**src/hdl/serial_port_pkg.sv**
```systemverilog
package serial_port_pkg;
  localparam logic [3:0] OFS_CTRL = 4'h0;
  localparam logic [3:0] OFS_STAT = 4'h4;
  localparam logic [3:0] OFS_TXD = 4'h8;
  localparam logic [3:0] OFS_RXD = 4'hC;

  // Control word layout
  localparam int F_BAUD = 0;
  localparam int F_W8 = 5;
  localparam int F_STOP2 = 6;
  localparam int F_PAR = 8;
  localparam int F_TXP = 11;
  localparam int F_RXP = 12;
  localparam int F_RTS = 13;
  localparam int F_DTR = 15;
  localparam int F_ECHO = 17;
  localparam int F_IF = 18;
  // 9600 baud, 8 bits, 1 stop, no parity, RTS and DTR on, RS232
  localparam logic [31:0] CTRL_RST = 32'h0004_A42C;

  // Status word layout
  localparam int S_CNT = 0;
  localparam int S_BUSY = 8;
  localparam int S_HOLD = 9;
  localparam int S_XOFF = 10;
  localparam int S_PERR = 11;
  localparam int S_FERR = 12;
  localparam int S_OVR = 13;
  localparam int S_FULL = 14;

  localparam logic [7:0] XOFF_CODE = 8'h13;
  localparam logic [7:0] XON_CODE = 8'h11;
  localparam int OVS = 16;
  localparam int PACE_MARGIN = 4;
  localparam int NUM_RATES = 17;
  localparam int RATES [NUM_RATES] = '{50, 75, 110, 150, 300, 1200, 1800, 2000, 2400, 3600, 4800, 7200, 9600,
                                       19200, 38400, 57600, 115200};

  typedef enum logic [2:0] {P_ODD, P_EVEN, P_ZERO, P_ONE, P_NONE} par_t;
  typedef enum logic [1:0] {M_OFF, M_ON, M_SPACE} mode_t;
  typedef enum logic [1:0] {IF_BUS, IF_232, IF_422} if_t;
  typedef enum logic [2:0] {R_IDLE, R_START, R_DATA, R_PAR, R_STOP} rx_t;
  typedef enum logic [2:0] {T_IDLE, T_START, T_DATA, T_PAR, T_STOP} tx_t;
endpackage

```
**src/hdl/instrument_serial_port.sv**
```systemverilog
// Implementation choices: the register addresses and the Avalon-MM register port.
`timescale 1ns/10ps
// Behaviour
// - Bit rate is one of seventeen table rates from 50 to 115200 baud, 9600 after reset.
// - Words are 7 or 8 bits, the same for sending and receiving.
// - One or two stop bits are sent, the first is checked on receive.
// - Parity is odd, even, forced zero, forced one or absent.
// - With transmit pacing on, a received Xoff pauses sending and Xon resumes it.
// - With receive pacing on, Xoff is sent when the buffer nears full and Xon when it drains.
// - RTS mode off holds RTS low and mode on holds it high.
// - RTS buffer-space mode drives RTS high while the receive buffer has room, low when full.
// - No character starts while CTS is low.
// - DTR mode off holds DTR low and mode on holds it high.
// - DTR buffer-space mode drives DTR high while the receive buffer has room, low when full.
// - No character starts while DSR is low.
// - DTR and DSR handshaking only works with the RS232 standard selected.
// - With echo on, every received character is sent back, except Xon and Xoff taken by transmit pacing.
// - The serial port only operates when RS232 or RS422 is the selected remote path.
module instrument_serial_port
  import serial_port_pkg::*;
#(
  parameter int CLK_HZ = 250_000_000,
  parameter int AW = 4
) (
  input wire logic clk,
  input wire logic rst,
  input wire logic [3:0] address,
  input wire logic read,
  input wire logic write,
  input wire logic [31:0] writedata,
  output logic [31:0] readdata,
  output logic waitrequest,
  input wire logic rxd,
  input wire logic cts,
  input wire logic dsr,
  output logic txd,
  output logic rts,
  output logic dtr
);
  localparam int DEPTH = 2**AW;
  localparam logic [AW:0] DEPTH_C = (AW+1)'(DEPTH);
  localparam logic [AW:0] HI_C = (AW+1)'(DEPTH - PACE_MARGIN);
  localparam logic [AW:0] LO_C = (AW+1)'(DEPTH / 2);

  typedef struct packed {
    logic [4:0] baud;
    logic w8;
    logic stop2;
    par_t par;
    logic txp;
    logic rxp;
    mode_t rtsm;
    mode_t dtrm;
    logic echo;
    if_t ifc;
    logic pend;
    logic ok;
    logic wreq;
    logic [31:0] rdata;
    logic [1:0] cts_q;
    logic [1:0] dsr_q;
    logic [1:0] rx_q;
    rx_t rx_st;
    logic [3:0] rtk;
    logic [2:0] rbit;
    logic [7:0] rsh;
    logic rpar;
    tx_t tx_st;
    logic [3:0] ttk;
    logic [2:0] tbit;
    logic [7:0] tsh;
    logic tpar;
    logic hold_v;
    logic [7:0] hold_d;
    logic echo_v;
    logic [7:0] echo_d;
    logic pace_v;
    logic [7:0] pace_d;
    logic xoff;
    logic thr;
    logic perr;
    logic ferr;
    logic ovr;
    logic [AW-1:0] wp;
    logic [AW-1:0] rp;
    logic [AW:0] cnt;
    logic txd;
    logic rts;
    logic dtr;
  } st_t;

  function automatic logic [2:0] last_bit(input logic w8);
    return w8 ? 3'h7 : 3'h6;
  endfunction

  function automatic logic has_par(input par_t p);
    return p inside {P_ODD, P_EVEN, P_ZERO, P_ONE};
  endfunction

  function automatic logic par_bit(input logic [7:0] d, input logic w8, input par_t p);
    logic x;
    x = ^{d[7] & w8, d[6:0]};
    case (p)
      P_ODD: return ~x;
      P_EVEN: return x;
      P_ONE: return 1'b1;
      default: return 1'b0;
    endcase
  endfunction

  function automatic logic line_level(input mode_t m, input logic f);
    return (m == M_ON) || (m == M_SPACE && !f);
  endfunction

  function automatic st_t set_ctrl(input st_t t, input logic [31:0] d);
    st_t r;
    r = t;
    r.baud = d[F_BAUD+:5];
    r.w8 = d[F_W8];
    r.stop2 = d[F_STOP2];
    r.par = par_t'(d[F_PAR+:3]);
    r.txp = d[F_TXP];
    r.rxp = d[F_RXP];
    r.rtsm = mode_t'(d[F_RTS+:2]);
    r.dtrm = mode_t'(d[F_DTR+:2]);
    r.echo = d[F_ECHO];
    r.ifc = if_t'(d[F_IF+:2]);
    return r;
  endfunction

  function automatic logic [31:0] ctrl_word(input st_t t);
    logic [31:0] d;
    d = '0;
    d[F_BAUD+:5] = t.baud;
    d[F_W8] = t.w8;
    d[F_STOP2] = t.stop2;
    d[F_PAR+:3] = t.par;
    d[F_TXP] = t.txp;
    d[F_RXP] = t.rxp;
    d[F_RTS+:2] = t.rtsm;
    d[F_DTR+:2] = t.dtrm;
    d[F_ECHO] = t.echo;
    d[F_IF+:2] = t.ifc;
    return d;
  endfunction

  function automatic logic [31:0] stat_word(input st_t t);
    logic [31:0] d;
    d = '0;
    d[S_CNT+:AW+1] = t.cnt;
    d[S_BUSY] = t.tx_st != T_IDLE;
    d[S_HOLD] = t.hold_v;
    d[S_XOFF] = t.xoff;
    d[S_PERR] = t.perr;
    d[S_FERR] = t.ferr;
    d[S_OVR] = t.ovr;
    d[S_FULL] = t.cnt == DEPTH_C;
    return d;
  endfunction

  function automatic st_t init_state();
    st_t r;
    r = '0;
    r.wreq = 1'b1;
    r.rx_q = 2'h3;
    r.txd = 1'b1;
    r = set_ctrl(r, CTRL_RST);
    r.rts = line_level(r.rtsm, 1'b0);
    r.dtr = r.ifc == IF_232 && line_level(r.dtrm, 1'b0);
    return r;
  endfunction

  localparam st_t RST_S = init_state();

  st_t s;
  st_t n;
  logic tick;
  logic [7:0] mrd;
  logic mwe;
  logic push;
  logic pop;
  logic act;
  logic full;
  logic inhibit;
  logic start;
  logic got;
  logic tx_last;
  logic [7:0] rch;

  serial_rate_gen #(.CLK_HZ(CLK_HZ)) u_rate (
    .clk(clk),
    .rst(rst),
    .sel(s.baud),
    .tick_r(tick)
  );

  serial_buffer_mem #(.W(8), .AW(AW)) u_mem (
    .clk(clk),
    .we(mwe),
    .waddr(s.wp),
    .wdata(rch),
    .raddr(s.rp),
    .rdata_r(mrd)
  );

  assign rch = s.w8 ? s.rsh : {1'b0, s.rsh[7:1]};
  assign act = s.ifc == IF_232 || s.ifc == IF_422;
  assign full = s.cnt == DEPTH_C;
  assign inhibit = !s.cts_q[1] || (s.ifc == IF_232 && !s.dsr_q[1]);
  assign start = s.tx_st == T_IDLE && act && !inhibit && (s.pace_v || (!s.xoff && (s.echo_v || s.hold_v)));
  assign tx_last = tick && s.tx_st == T_DATA && s.ttk == 4'hF && s.tbit == last_bit(s.w8);
  assign got = act && tick && s.rx_st == R_STOP && s.rtk == 4'hF;

  always_comb begin
    n = s;
    mwe = 1'b0;
    push = 1'b0;
    pop = 1'b0;
    n.cts_q = {s.cts_q[0], cts};
    n.dsr_q = {s.dsr_q[0], dsr};
    n.rx_q = {s.rx_q[0], rxd};

    // Seen, answered one edge later, retired on the edge that samples waitrequest low
    n.wreq = 1'b1;
    if (!s.wreq) begin
      n.pend = 1'b0;
      if (read && address == OFS_RXD && s.ok) begin
        pop = 1'b1;
        n.rp = s.rp + 1'b1;
      end
      if (write) begin
        case (address)
          OFS_CTRL: n = set_ctrl(n, writedata);
          OFS_STAT: begin
            n.perr = s.perr & ~writedata[S_PERR];
            n.ferr = s.ferr & ~writedata[S_FERR];
            n.ovr = s.ovr & ~writedata[S_OVR];
          end
          OFS_TXD: begin
            n.hold_v = 1'b1;
            n.hold_d = writedata[7:0];
          end
          default: ;
        endcase
      end
    end else if (s.pend) begin
      // A character write stalls here while the holding register is busy
      if (!(write && address == OFS_TXD && s.hold_v)) begin
        n.wreq = 1'b0;
        n.rdata = '0;
        if (read) begin
          case (address)
            OFS_CTRL: n.rdata = ctrl_word(s);
            OFS_STAT: n.rdata = stat_word(s);
            OFS_RXD: n.rdata = s.ok ? 32'(mrd) : '0;
            default: n.rdata = '0;
          endcase
        end
      end
    end else if (read || write) begin
      n.pend = 1'b1;
      // Emptiness is latched here so a character landing later cannot race the memory read
      n.ok = s.cnt != '0;
    end

    // Transmitter; pacing codes go ahead of echo and host data and ignore a held Xoff
    if (start) begin
      n.tx_st = T_START;
      n.ttk = '0;
      if (s.pace_v) begin
        n.tsh = s.pace_d;
        n.pace_v = 1'b0;
      end else if (s.echo_v) begin
        n.tsh = s.echo_d;
        n.echo_v = 1'b0;
      end else begin
        n.tsh = s.hold_d;
        n.hold_v = 1'b0;
      end
      n.tpar = par_bit(n.tsh, s.w8, s.par);
    end else if (tick && s.tx_st != T_IDLE) begin
      n.ttk = s.ttk + 1'b1;
      if (s.ttk == 4'hF) begin
        unique case (s.tx_st)
          T_IDLE: n.tx_st = T_IDLE;
          T_START: begin
            n.tx_st = T_DATA;
            n.tbit = '0;
          end
          T_DATA: begin
            n.tsh = s.tsh >> 1;
            n.tbit = s.tbit + 1'b1;
            if (tx_last) begin
              n.tx_st = has_par(s.par) ? T_PAR : T_STOP;
              n.tbit = '0;
            end
          end
          T_PAR: n.tx_st = T_STOP;
          T_STOP: begin
            n.tbit = s.tbit + 1'b1;
            if (!s.stop2 || s.tbit != '0) begin
              n.tx_st = T_IDLE;
            end
          end
        endcase
      end
    end

    // Receiver, sixteen ticks per bit, sampled mid-bit
    if (!act) begin
      n.rx_st = R_IDLE;
    end else if (tick) begin
      n.rtk = s.rtk + 1'b1;
      unique case (s.rx_st)
        R_IDLE: begin
          n.rtk = '0;
          if (!s.rx_q[1]) begin
            n.rx_st = R_START;
          end
        end
        R_START: if (s.rtk == 4'h7) begin
          n.rtk = '0;
          n.rbit = '0;
          n.rx_st = s.rx_q[1] ? R_IDLE : R_DATA;
        end
        R_DATA: if (s.rtk == 4'hF) begin
          n.rsh = {s.rx_q[1], s.rsh[7:1]};
          n.rbit = s.rbit + 1'b1;
          if (s.rbit == last_bit(s.w8)) begin
            n.rx_st = has_par(s.par) ? R_PAR : R_STOP;
          end
        end
        R_PAR: if (s.rtk == 4'hF) begin
          n.rpar = s.rx_q[1];
          n.rx_st = R_STOP;
        end
        R_STOP: if (s.rtk == 4'hF) begin
          n.rx_st = R_IDLE;
        end
      endcase
    end

    if (!s.txp) begin
      n.xoff = 1'b0;
    end
    if (got) begin
      if (!s.rx_q[1]) begin
        n.ferr = 1'b1;
      end
      if (has_par(s.par) && s.rpar != par_bit(rch, s.w8, s.par)) begin
        n.perr = 1'b1;
      end
      if (s.txp && rch == XOFF_CODE) begin
        n.xoff = 1'b1;
      end else if (s.txp && rch == XON_CODE) begin
        n.xoff = 1'b0;
      end else begin
        if (full) begin
          n.ovr = 1'b1;
        end else begin
          mwe = 1'b1;
          push = 1'b1;
          n.wp = s.wp + 1'b1;
        end
        if (s.echo) begin
          n.echo_v = 1'b1;
          n.echo_d = rch;
        end
      end
    end

    if (push && !pop) begin
      n.cnt = s.cnt + 1'b1;
    end else if (pop && !push) begin
      n.cnt = s.cnt - 1'b1;
    end

    // Hysteresis keeps the far end from seeing a burst of alternating codes
    if (!s.rxp || !act) begin
      n.thr = 1'b0;
      n.pace_v = 1'b0;
    end else if (!s.thr && s.cnt >= HI_C) begin
      n.thr = 1'b1;
      n.pace_v = 1'b1;
      n.pace_d = XOFF_CODE;
    end else if (s.thr && s.cnt <= LO_C) begin
      n.thr = 1'b0;
      n.pace_v = 1'b1;
      n.pace_d = XON_CODE;
    end

    n.txd = !(n.tx_st == T_START || (n.tx_st == T_DATA && !n.tsh[0]) || (n.tx_st == T_PAR && !n.tpar));
    n.rts = line_level(s.rtsm, full);
    n.dtr = s.ifc == IF_232 && line_level(s.dtrm, full);
  end

  always_ff @(posedge clk) begin
    if (rst) begin
      s <= RST_S;
    end else begin
      s <= n;
    end
  end

  assign readdata = s.rdata;
  assign waitrequest = s.wreq;
  assign txd = s.txd;
  assign rts = s.rts;
  assign dtr = s.dtr;
endmodule

```
**src/hdl/serial_buffer_mem.sv**
```systemverilog
`timescale 1ns/10ps
module serial_buffer_mem #(
  parameter int W = 8,
  parameter int AW = 4
) (
  input wire logic clk,
  input wire logic we,
  input wire logic [AW-1:0] waddr,
  input wire logic [W-1:0] wdata,
  input wire logic [AW-1:0] raddr,
  output logic [W-1:0] rdata_r
);
  logic [W-1:0] mem [2**AW];

  // Same-address write and read returns the old word
  always_ff @(posedge clk) begin
    if (we) begin
      mem[waddr] <= wdata;
    end
    rdata_r <= mem[raddr];
  end
endmodule

```
**src/hdl/serial_rate_gen.sv**
```systemverilog
`timescale 1ns/10ps
module serial_rate_gen
  import serial_port_pkg::*;
#(
  parameter int CLK_HZ = 250_000_000,
  parameter int DW = 24
) (
  input wire logic clk,
  input wire logic rst,
  input wire logic [4:0] sel,
  output logic tick_r
);
  typedef struct packed {
    logic [DW-1:0] cnt;
    logic tick;
  } rg_t;

  rg_t s;
  rg_t n;
  logic [DW-1:0] div_tab [NUM_RATES];
  logic [DW-1:0] div;

  for (genvar g = 0; g < NUM_RATES; g++) begin : g_div
    assign div_tab[g] = DW'((CLK_HZ / (OVS * RATES[g])) > 1 ? CLK_HZ / (OVS * RATES[g]) : 1);
  end
  // Undefined codes fall back to the reset rate
  assign div = (int'(sel) < NUM_RATES) ? div_tab[sel] : div_tab[CTRL_RST[F_BAUD+:5]];

  always_comb begin
    n = s;
    n.tick = 1'b0;
    if (s.cnt >= div - 1'b1) begin
      n.cnt = '0;
      n.tick = 1'b1;
    end else begin
      n.cnt = s.cnt + 1'b1;
    end
  end

  always_ff @(posedge clk) begin
    if (rst) begin
      s <= '0;
    end else begin
      s <= n;
    end
  end

  assign tick_r = s.tick;
endmodule

```
**config.mk**
```make
export PLATFORM = sky130hd
export DESIGN_NAME = instrument_serial_port
export DESIGN_NICKNAME = d
export VERILOG_FILES = /design/src/hdl/serial_port_pkg.sv /design/src/hdl/instrument_serial_port.sv /design/src/hdl/serial_buffer_mem.sv /design/src/hdl/serial_rate_gen.sv
export SDC_FILE = /design/constraint.sdc
export NUM_CORES = 1
export LEC_CHECK = 0
export ABC_AREA = 1
export BUFFER_PORTS_ARGS = -buffer_cell sky130_fd_sc_hd__buf_2
export CAP_MARGIN = 25
export CORE_UTILIZATION = 60
export CTS_CLUSTER_SIZE = 30
export DETAILED_ROUTE_END_ITERATION = 16
export GPL_TIMING_DRIVEN = 0
export HOLD_SLACK_MARGIN = 0.12
export PLACE_DENSITY = 0.78
export SYNTH_ARGS = -nofsm -noshare
export SYNTH_HDL_FRONTEND = slang
export SYNTH_SLANG_ARGS = --single-unit
```
**constraint.sdc**
```tcl
create_clock -name clk -period 3.9 [get_ports clk]
set_input_delay 0.195 -clock clk [delete_from_list [all_inputs] [get_ports clk]]
set_output_delay 0.195 -clock clk [all_outputs]
set_load 0.02 [all_outputs]
```
# After elaboration in Yosys (flattened, before gate mapping)
# Memories as Yosys holds them, arrays and structs flattened. A register that Yosys moved wholly into a read port is not among the register bits.
# Index checks and enable logic that the tools add are counted.
# W data, S select, Z words.
[totals]
ff_bits = 171
latchBits = 0
mem_bits_rw = 128
mem_bits_ro = 768
output_inout_bits = 36
elab_cells = 275
memories = 2
[mem_list]
columns = ["name", "words", "width", "read_ports", "rd_clocked_by_memory_dff", "wr", "line", "text"]
rows = [
  ["(no name shown)", 32, 24, 1, 0, 0, "serial_rate_gen.sv:27", "assign div = (int'(sel) < NUM_RATES) ? div_tab[sel] : div_tab[CTRL_RST[F_BAUD+:5]];"],
  ["u_mem.mem", 16, 8, 1, 1, 1, "serial_buffer_mem.sv:13", "logic [W-1:0] mem [2**AW];"],
]
[classes]
n_addsub = 10
n_mul = 0
div = 0
n_lt_le_gt_ge = 5
n_eq_ne = 32
n_shift = 0
mux = 92
bitwise = 15
reduce_logical = 73
[ops]
columns = ["cell", "n"]
rows = [
  ["$mux W127", 1],
  ["$mux W92", 1],
  ["$mux W24", 3],
  ["$mux W8", 9],
  ["$mux W33", 2],
  ["$mux W9", 7],
  ["$pmux W20 S3", 1],
  ["$mux W3", 12],
  ["$mux W35", 1],
  ["$mux W32", 1],
  ["$pmux W3 S5", 2],
  ["$mux W1", 29],
  ["$logic_and A1 B1 Y1", 28],
  ["$add A24 B1 Y24 const B", 1],
  ["$eq A3 B2 Y1 const B", 8],
  ["$ge A24 B24 Y1", 1],
  ["$sub A24 B1 Y24 const B", 1],
  ["$mux W11", 2],
  ["$mux W5", 4],
  ["$mux W19", 1],
  ["$mux W18", 1],
  ["$add A4 B1 Y4 const B", 4],
  ["$eq A4 B4 Y1 const B", 4],
  ["$eq A8 B5 Y1 const B", 2],
  ["38 further kinds", 101],
]

# Logic depth before layout (Yosys ltp)
[logic_depth]
ltp_word = 16
mapped_depth = 20
depth_no_buf = 20

# By module
# From an unflattened synthesis, not the netlist that was laid out.
[unflattened]
hier_cells = 1820
area_unflattened_um2 = 14729.1
[by_module_without_submodules]
columns = ["module", "n_inst", "cells_per_inst", "area_per_inst_um2", "seq_area_each_um2"]
rows = [
  ["instrument_serial_port", 1, 894, 6429.9, 2562.5],
  ["serial_buffer_mem", 1, 552, 5770.5, 4003.8],
  ["serial_rate_gen", 1, 374, 2528.7, 500.5],
]

# Worst setup path before layout
# OpenSTA, ideal clock, no wires.
[synth_path]
path_type = "register to register"
startpoint = "reg s[140] (netlist bit)"
endpoint = "reg s[7] (netlist bit)"
setup_time_ns = 0.120
arrival_time_ns = 3.430
required_time_ns = 3.780
slack_ns = 0.350
path_stages_with_launch = 20
n_path_buf = 2
path_cell_list = "dfxtp_1 buf_4 clkbuf_1 o21ai_0 ha_1 nand3_1 inv_1 nand3_1 nand3_2 nor2_4 ha_1 inv_1 ha_1 a21o_1 a31oi_1 nor2_1 nor2_1 nand2_1 o21ai_0 a21oi_1"
[synth_between]
elab_chain_len = 10
word_cells_on_any_way = 14
classes_between = "eq/ne (2); mux (6); reduce/logical (6)"
[synth_rtl]
columns = ["item", "line", "text"]
rows = [
  ["start, declared", "instrument_serial_port.sv:175", "st_t s;"],
  ["start signal, assigned", "instrument_serial_port.sv:401", "s <= n;"],
  ["$mux W8 (*)", "instrument_serial_port.sv:206", "assign rch = s.w8 ? s.rsh : {1'b0, s.rsh[7:1]};"],
  ["via rch[4]", "instrument_serial_port.sv:188", "logic [7:0] rch;"],
  ["$eq A8 B5 Y1", "instrument_serial_port.sv:355", "end else if (s.txp && rch == XON_CODE) begin"],
  ["$logic_and A1 B1 Y1", "instrument_serial_port.sv:355", ""],
  ["$mux W1", "instrument_serial_port.sv:355", ""],
  ["$mux W1 (*)", "instrument_serial_port.sv:353", "if (s.txp && rch == XOFF_CODE) begin"],
  ["$mux W1 (*)", "instrument_serial_port.sv:346", "if (got) begin"],
  ["$logic_not A1 Y1", "instrument_serial_port.sv:374", "end else if (pop && !push) begin"],
  ["$logic_and A1 B1 Y1", "instrument_serial_port.sv:374", ""],
  ["$mux W5", "instrument_serial_port.sv:374", ""],
  ["$mux W5", "instrument_serial_port.sv:372", "if (push && !pop) begin"],
]
# The timed path passes the listed nets; every way through them passes the cells marked *.
# A chain may end at the register's enable or synchronous reset.

# Worst setup path in the final report
[layout_path]
startpoint = "reg s[142] (netlist bit)"
endpoint = "reg u_rate.s[17] (netlist bit)"
[layout_between]
elab_chain_len = 8
word_cells_on_any_way = 9
classes_between = "add/sub (1); order compare (2); mux (3); bitwise (1); reduce/logical (1); memory (1)"
[layout_rtl]
columns = ["item", "line", "text"]
rows = [
  ["$not A5 Y6 (not written as such)", "serial_rate_gen.sv:27", ""],
  ["$mem_v2 Z32 W24", "--", ""],
  ["$mux W24 (not written as such) (2 in series)", "serial_rate_gen.sv:27", ""],
  ["$mux W24 (*)", "serial_rate_gen.sv:27", ""],
  ["$sub A24 B1 Y24 (*)", "serial_rate_gen.sv:32", "if (s.cnt >= div - 1'b1) begin"],
  ["$ge A24 B24 Y1 (*)", "serial_rate_gen.sv:32", ""],
  ["$reduce_or A2 Y1 (no source line) (*)", "--", ""],
  ["end signal, assigned", "serial_rate_gen.sv:44", "s <= n;"],
  ["end, declared", "serial_rate_gen.sv:18", "rg_t s;"],
]
# Every way passes the cells marked *; elsewhere a longest branch is shown, timed or not. The select of a mux whose other input is x is not followed.

==> metrics <==
HPWL Detailed=24600 um; H-tree depth=1; Worst Hold Path EP=s[87]; Fin Setup TNS=0 ns; vias per cell=5.82; Period minus WS final=3.60 ns; hold-critical path depth=2; Gate Count Post-Synth=1556; #FFs+latches synth=289; Setup CP Type=reg2reg; crit-path most repeated cell=nor2_1; starting DRC count in detailed routing=1096; Slew @ Worst Pin=1.10 ns; VDD IR max=0.000411 V; gr usage total=0.302; routed length per instance=17.9 um; critical-path cell list=clkinvlp_4 -> ha_1 -> nor2_1 -> inv_1 -> nor2_1 -> a21oi_1 -> nand2_1 -> nand3_1 -> nor2_1 -> nand3_1 -> nor3_1 -> nor2_1 -> ha_1 -> nand2_1 -> nor3_1 -> nand4_1 -> nand4_1 -> buf_4 -> buf_2 -> nor3_1; sequential area share after synthesis=0.513; Slew HR=0.259; Die X=154 um; Worst R2R End=u_rate.s[17]; worst hold path type=in2reg; Die ar.=23600 sq um; core area=22600 sq um; TritonCTS Buffers=30; share of layout cells above drive strength 1=0.123; Finish-stage setup viols=0; filler instances=1718; number of antenna-violating nets in the routed design=0; status=complete, no violations; # diodes=0; Clock Latency Late Sink=0.57 ns; worst reg2reg setup slack=0.30 ns; Yosys top cell area share=0.279; clk sink count=289; NumNets Final=1790; Syn. warnings=0; top_reg_cell synth=dfxtp_1; die outline height=154 um; IO Count=79; multi-input logic area=5700 sq um; largest net degree at the start of global routing=19; Final Hold Fails=0; Post-route DRC=0; maxcap violations=0; routability-driven placement congestion ratio=0.932; Reg2Reg Launch Point=s[142]; slowest CP cell=dfxtp_2; Initial Utilization=0.611; CTS clk-pin slew, worst paths=0.06 ns; synthesized area per cell=8.86 sq um; area grow syn2layout=15.7%; Worst setup SP type=flop; FFs w/ async S/R, synth=0; initial antenna violation count=0; leak pwr=6.55 nW; Tcrit/Tclk final=0.924; drt pass-1 iters=5; storage element area=7070 sq um; Max Root-Sink Buffers=3; Slew Limit Fails=0; row cnt=55; Root Buffer Master=clkbuf_16; Hold Startpoint=rst; Post-synth EDFFs=128; RSZ-0062 raised after global routing=no; largest area contributor in the netlist=edfxtp_1; Detailed Route WL=35800 um; CP Buf/Inv Count=4; Clock Skew=0.0192 ns; Largest delay share family, worst path=simple AND/OR/NAND/NOR gates; highest clock rate=278 MHz; Reg2Reg Depth=20; vias in the first global route=10988; PD cells=408 nW/um^2; CTS tree=yes; Util after Layout=0.707; Vias=11662; Worst Path Required=4.33 ns; Yosys cell types=56; CP endpoint kind=flop; GR Overflow Total=0; critical path peak fanout=10; most common cell in the synthesized netlist=nand2_1; synth top area cells=edfxtp_1 (28%), dfxtp_1 (23%), nand2_1 (6.5%); Hold WS=0.184 ns; first-pass GRT wire length=56300 um; critical path data arrival time=4.04 ns; commonest cells in the netlist=nand2_1 (240), nor2_1 (178), dfxtp_1 (161); mapped cell area=13800 sq um; Max stage delay on crit path=0.39 ns; Port Buffers=53
state kept, by name, summed over array words and instances (netlist names):
| signal | count |
|---|---|
| u_mem.mem | 128 |
| s | 104 |
| u_rate.s | 24 |
| readdata | 20 |
| u_mem.rdata_r | 8 |
| dtr | 1 |
| rts | 1 |
| txd | 1 |
| u_rate.tick_r | 1 |
| waitrequest | 1 |
power by group:
group          leakage, nW  switching, mW  internal [mW]
combinational         3.30          0.122         0.0765
sequential            2.72        0.00896           3.15
clock                0.525           1.21           1.94
total                 6.55           1.35           5.16
timing repair:
action	CTS	global route
hold endpoints to repair	42	0
cloned	0	0
pin swaps	1	0
setup buffers	2	4
hold buffers	31	0
endpoints found under the setup margin	1	27
resized for setup	0	10
worst register-to-register path: stages, from the launching register on:
cell,delay [ns]
dfxtp_2,0.39
clkinvlp_4,0.17
ha_1,0.27
nor2_1,0.15
inv_1,0.11
nor2_1,0.14
a21oi_1,0.05
nand2_1,0.10
nand3_1,0.15
nor2_1,0.14
nand3_1,0.11
nor3_1,0.17
nor2_1,0.07
ha_1,0.27
nand2_1,0.05
nor3_1,0.33
nand4_1,0.20
nand4_1,0.14
buf_4,0.16
buf_2,0.24
nor3_1,0.08
stage by stage:
step | power (mW) | instances | area [sq um] | worst slack, ns
final | 6.50 | 2003 | 16000 | 0.297
after global routing | 6.66 | 2003 | 16000 | 0.00453
after CTS | 6.52 | 2000 | 15900 | 0.0658
after detailed placement | 3.39 | 1911 | 14500 | 0.0427
after global placement | 3.38 | 1909 | 14500 | -0.980
after floorplan | 3.33 | 1571 | 13800 | 0.350
layer usage:
layer	up-vias	part of all wire	routed length (um)	track usage
met2	568	0.45	16200	0.485
met4	0	0.031	1110	0.0952
li1	5560	-	-	-
met3	94	0.093	3310	0.0629
met5	-	0	0	0
met1	5440	0.43	15200	0.409
worst max path at each step:
stage,start,endpoint,slack (ns),cells after the start
floorplan,s[140],s[7],0.35,19
global placement,s[140],s[7],-0.98,19
detailed placement,s[141],u_rate.s[10],0.04,18
CTS,s[140],s[7],0.07,19
global route,s[142],u_rate.s[17],0.005,21
finish,s[142],u_rate.s[17],0.30,20
cells in the final DEF, fill, tap and decap left out, types with 3 or more instances in the layout:
master and n:
o221ai_1 29, o21ai_0 116, bufinv_16 7, o22ai_1 9, o211ai_1 13, buf_4 42
or2_2 9, nand4_1 16, nand2_2 4, dlygate4sd3_1 31, clkbuf_1 40, buf_2 68
inv_1 149, o32ai_1 11, xnor2_1 9, ha_1 51, nor2_2 6, a211oi_1 5
buf_1 3, o21ai_1 7, inv_2 10, a31oi_1 9, clkinvlp_4 3, edfxtp_1 128
clkinv_1 6, nor2_4 7, mux2i_1 22, nor2_1 178, nor3_1 26, dfxtp_1 159
clkbuf_16 31, nor3_2 3, a21oi_1 124, nand2_1 240, xor2_1 18, nand3_1 67
o31ai_1 4, conb_1 17
area by class of cell:
class,count,share of cell area
plain buffers,88,0.0301
clock buffers,37,0.0507
clock inverters,19,0.0180
inverters,161,0.0381
multi-input cells,1032,0.358
flip-flops and latches,289,0.443
well taps,285,0.0224
repair buffers,92,0.0401
cell families after synthesis:
group / share of synthesized area
AOI/OAI and AO/OA: 0.146
xor gates and xnor gates: 0.0172
adders and majority gates: 0.0486
buffers and inverters: 0.0790
DFF: 0.513
muxes: 0.0160
other: 0.000545
and+or+nand+nor: 0.180
Power figures use the tool's default switching activity.
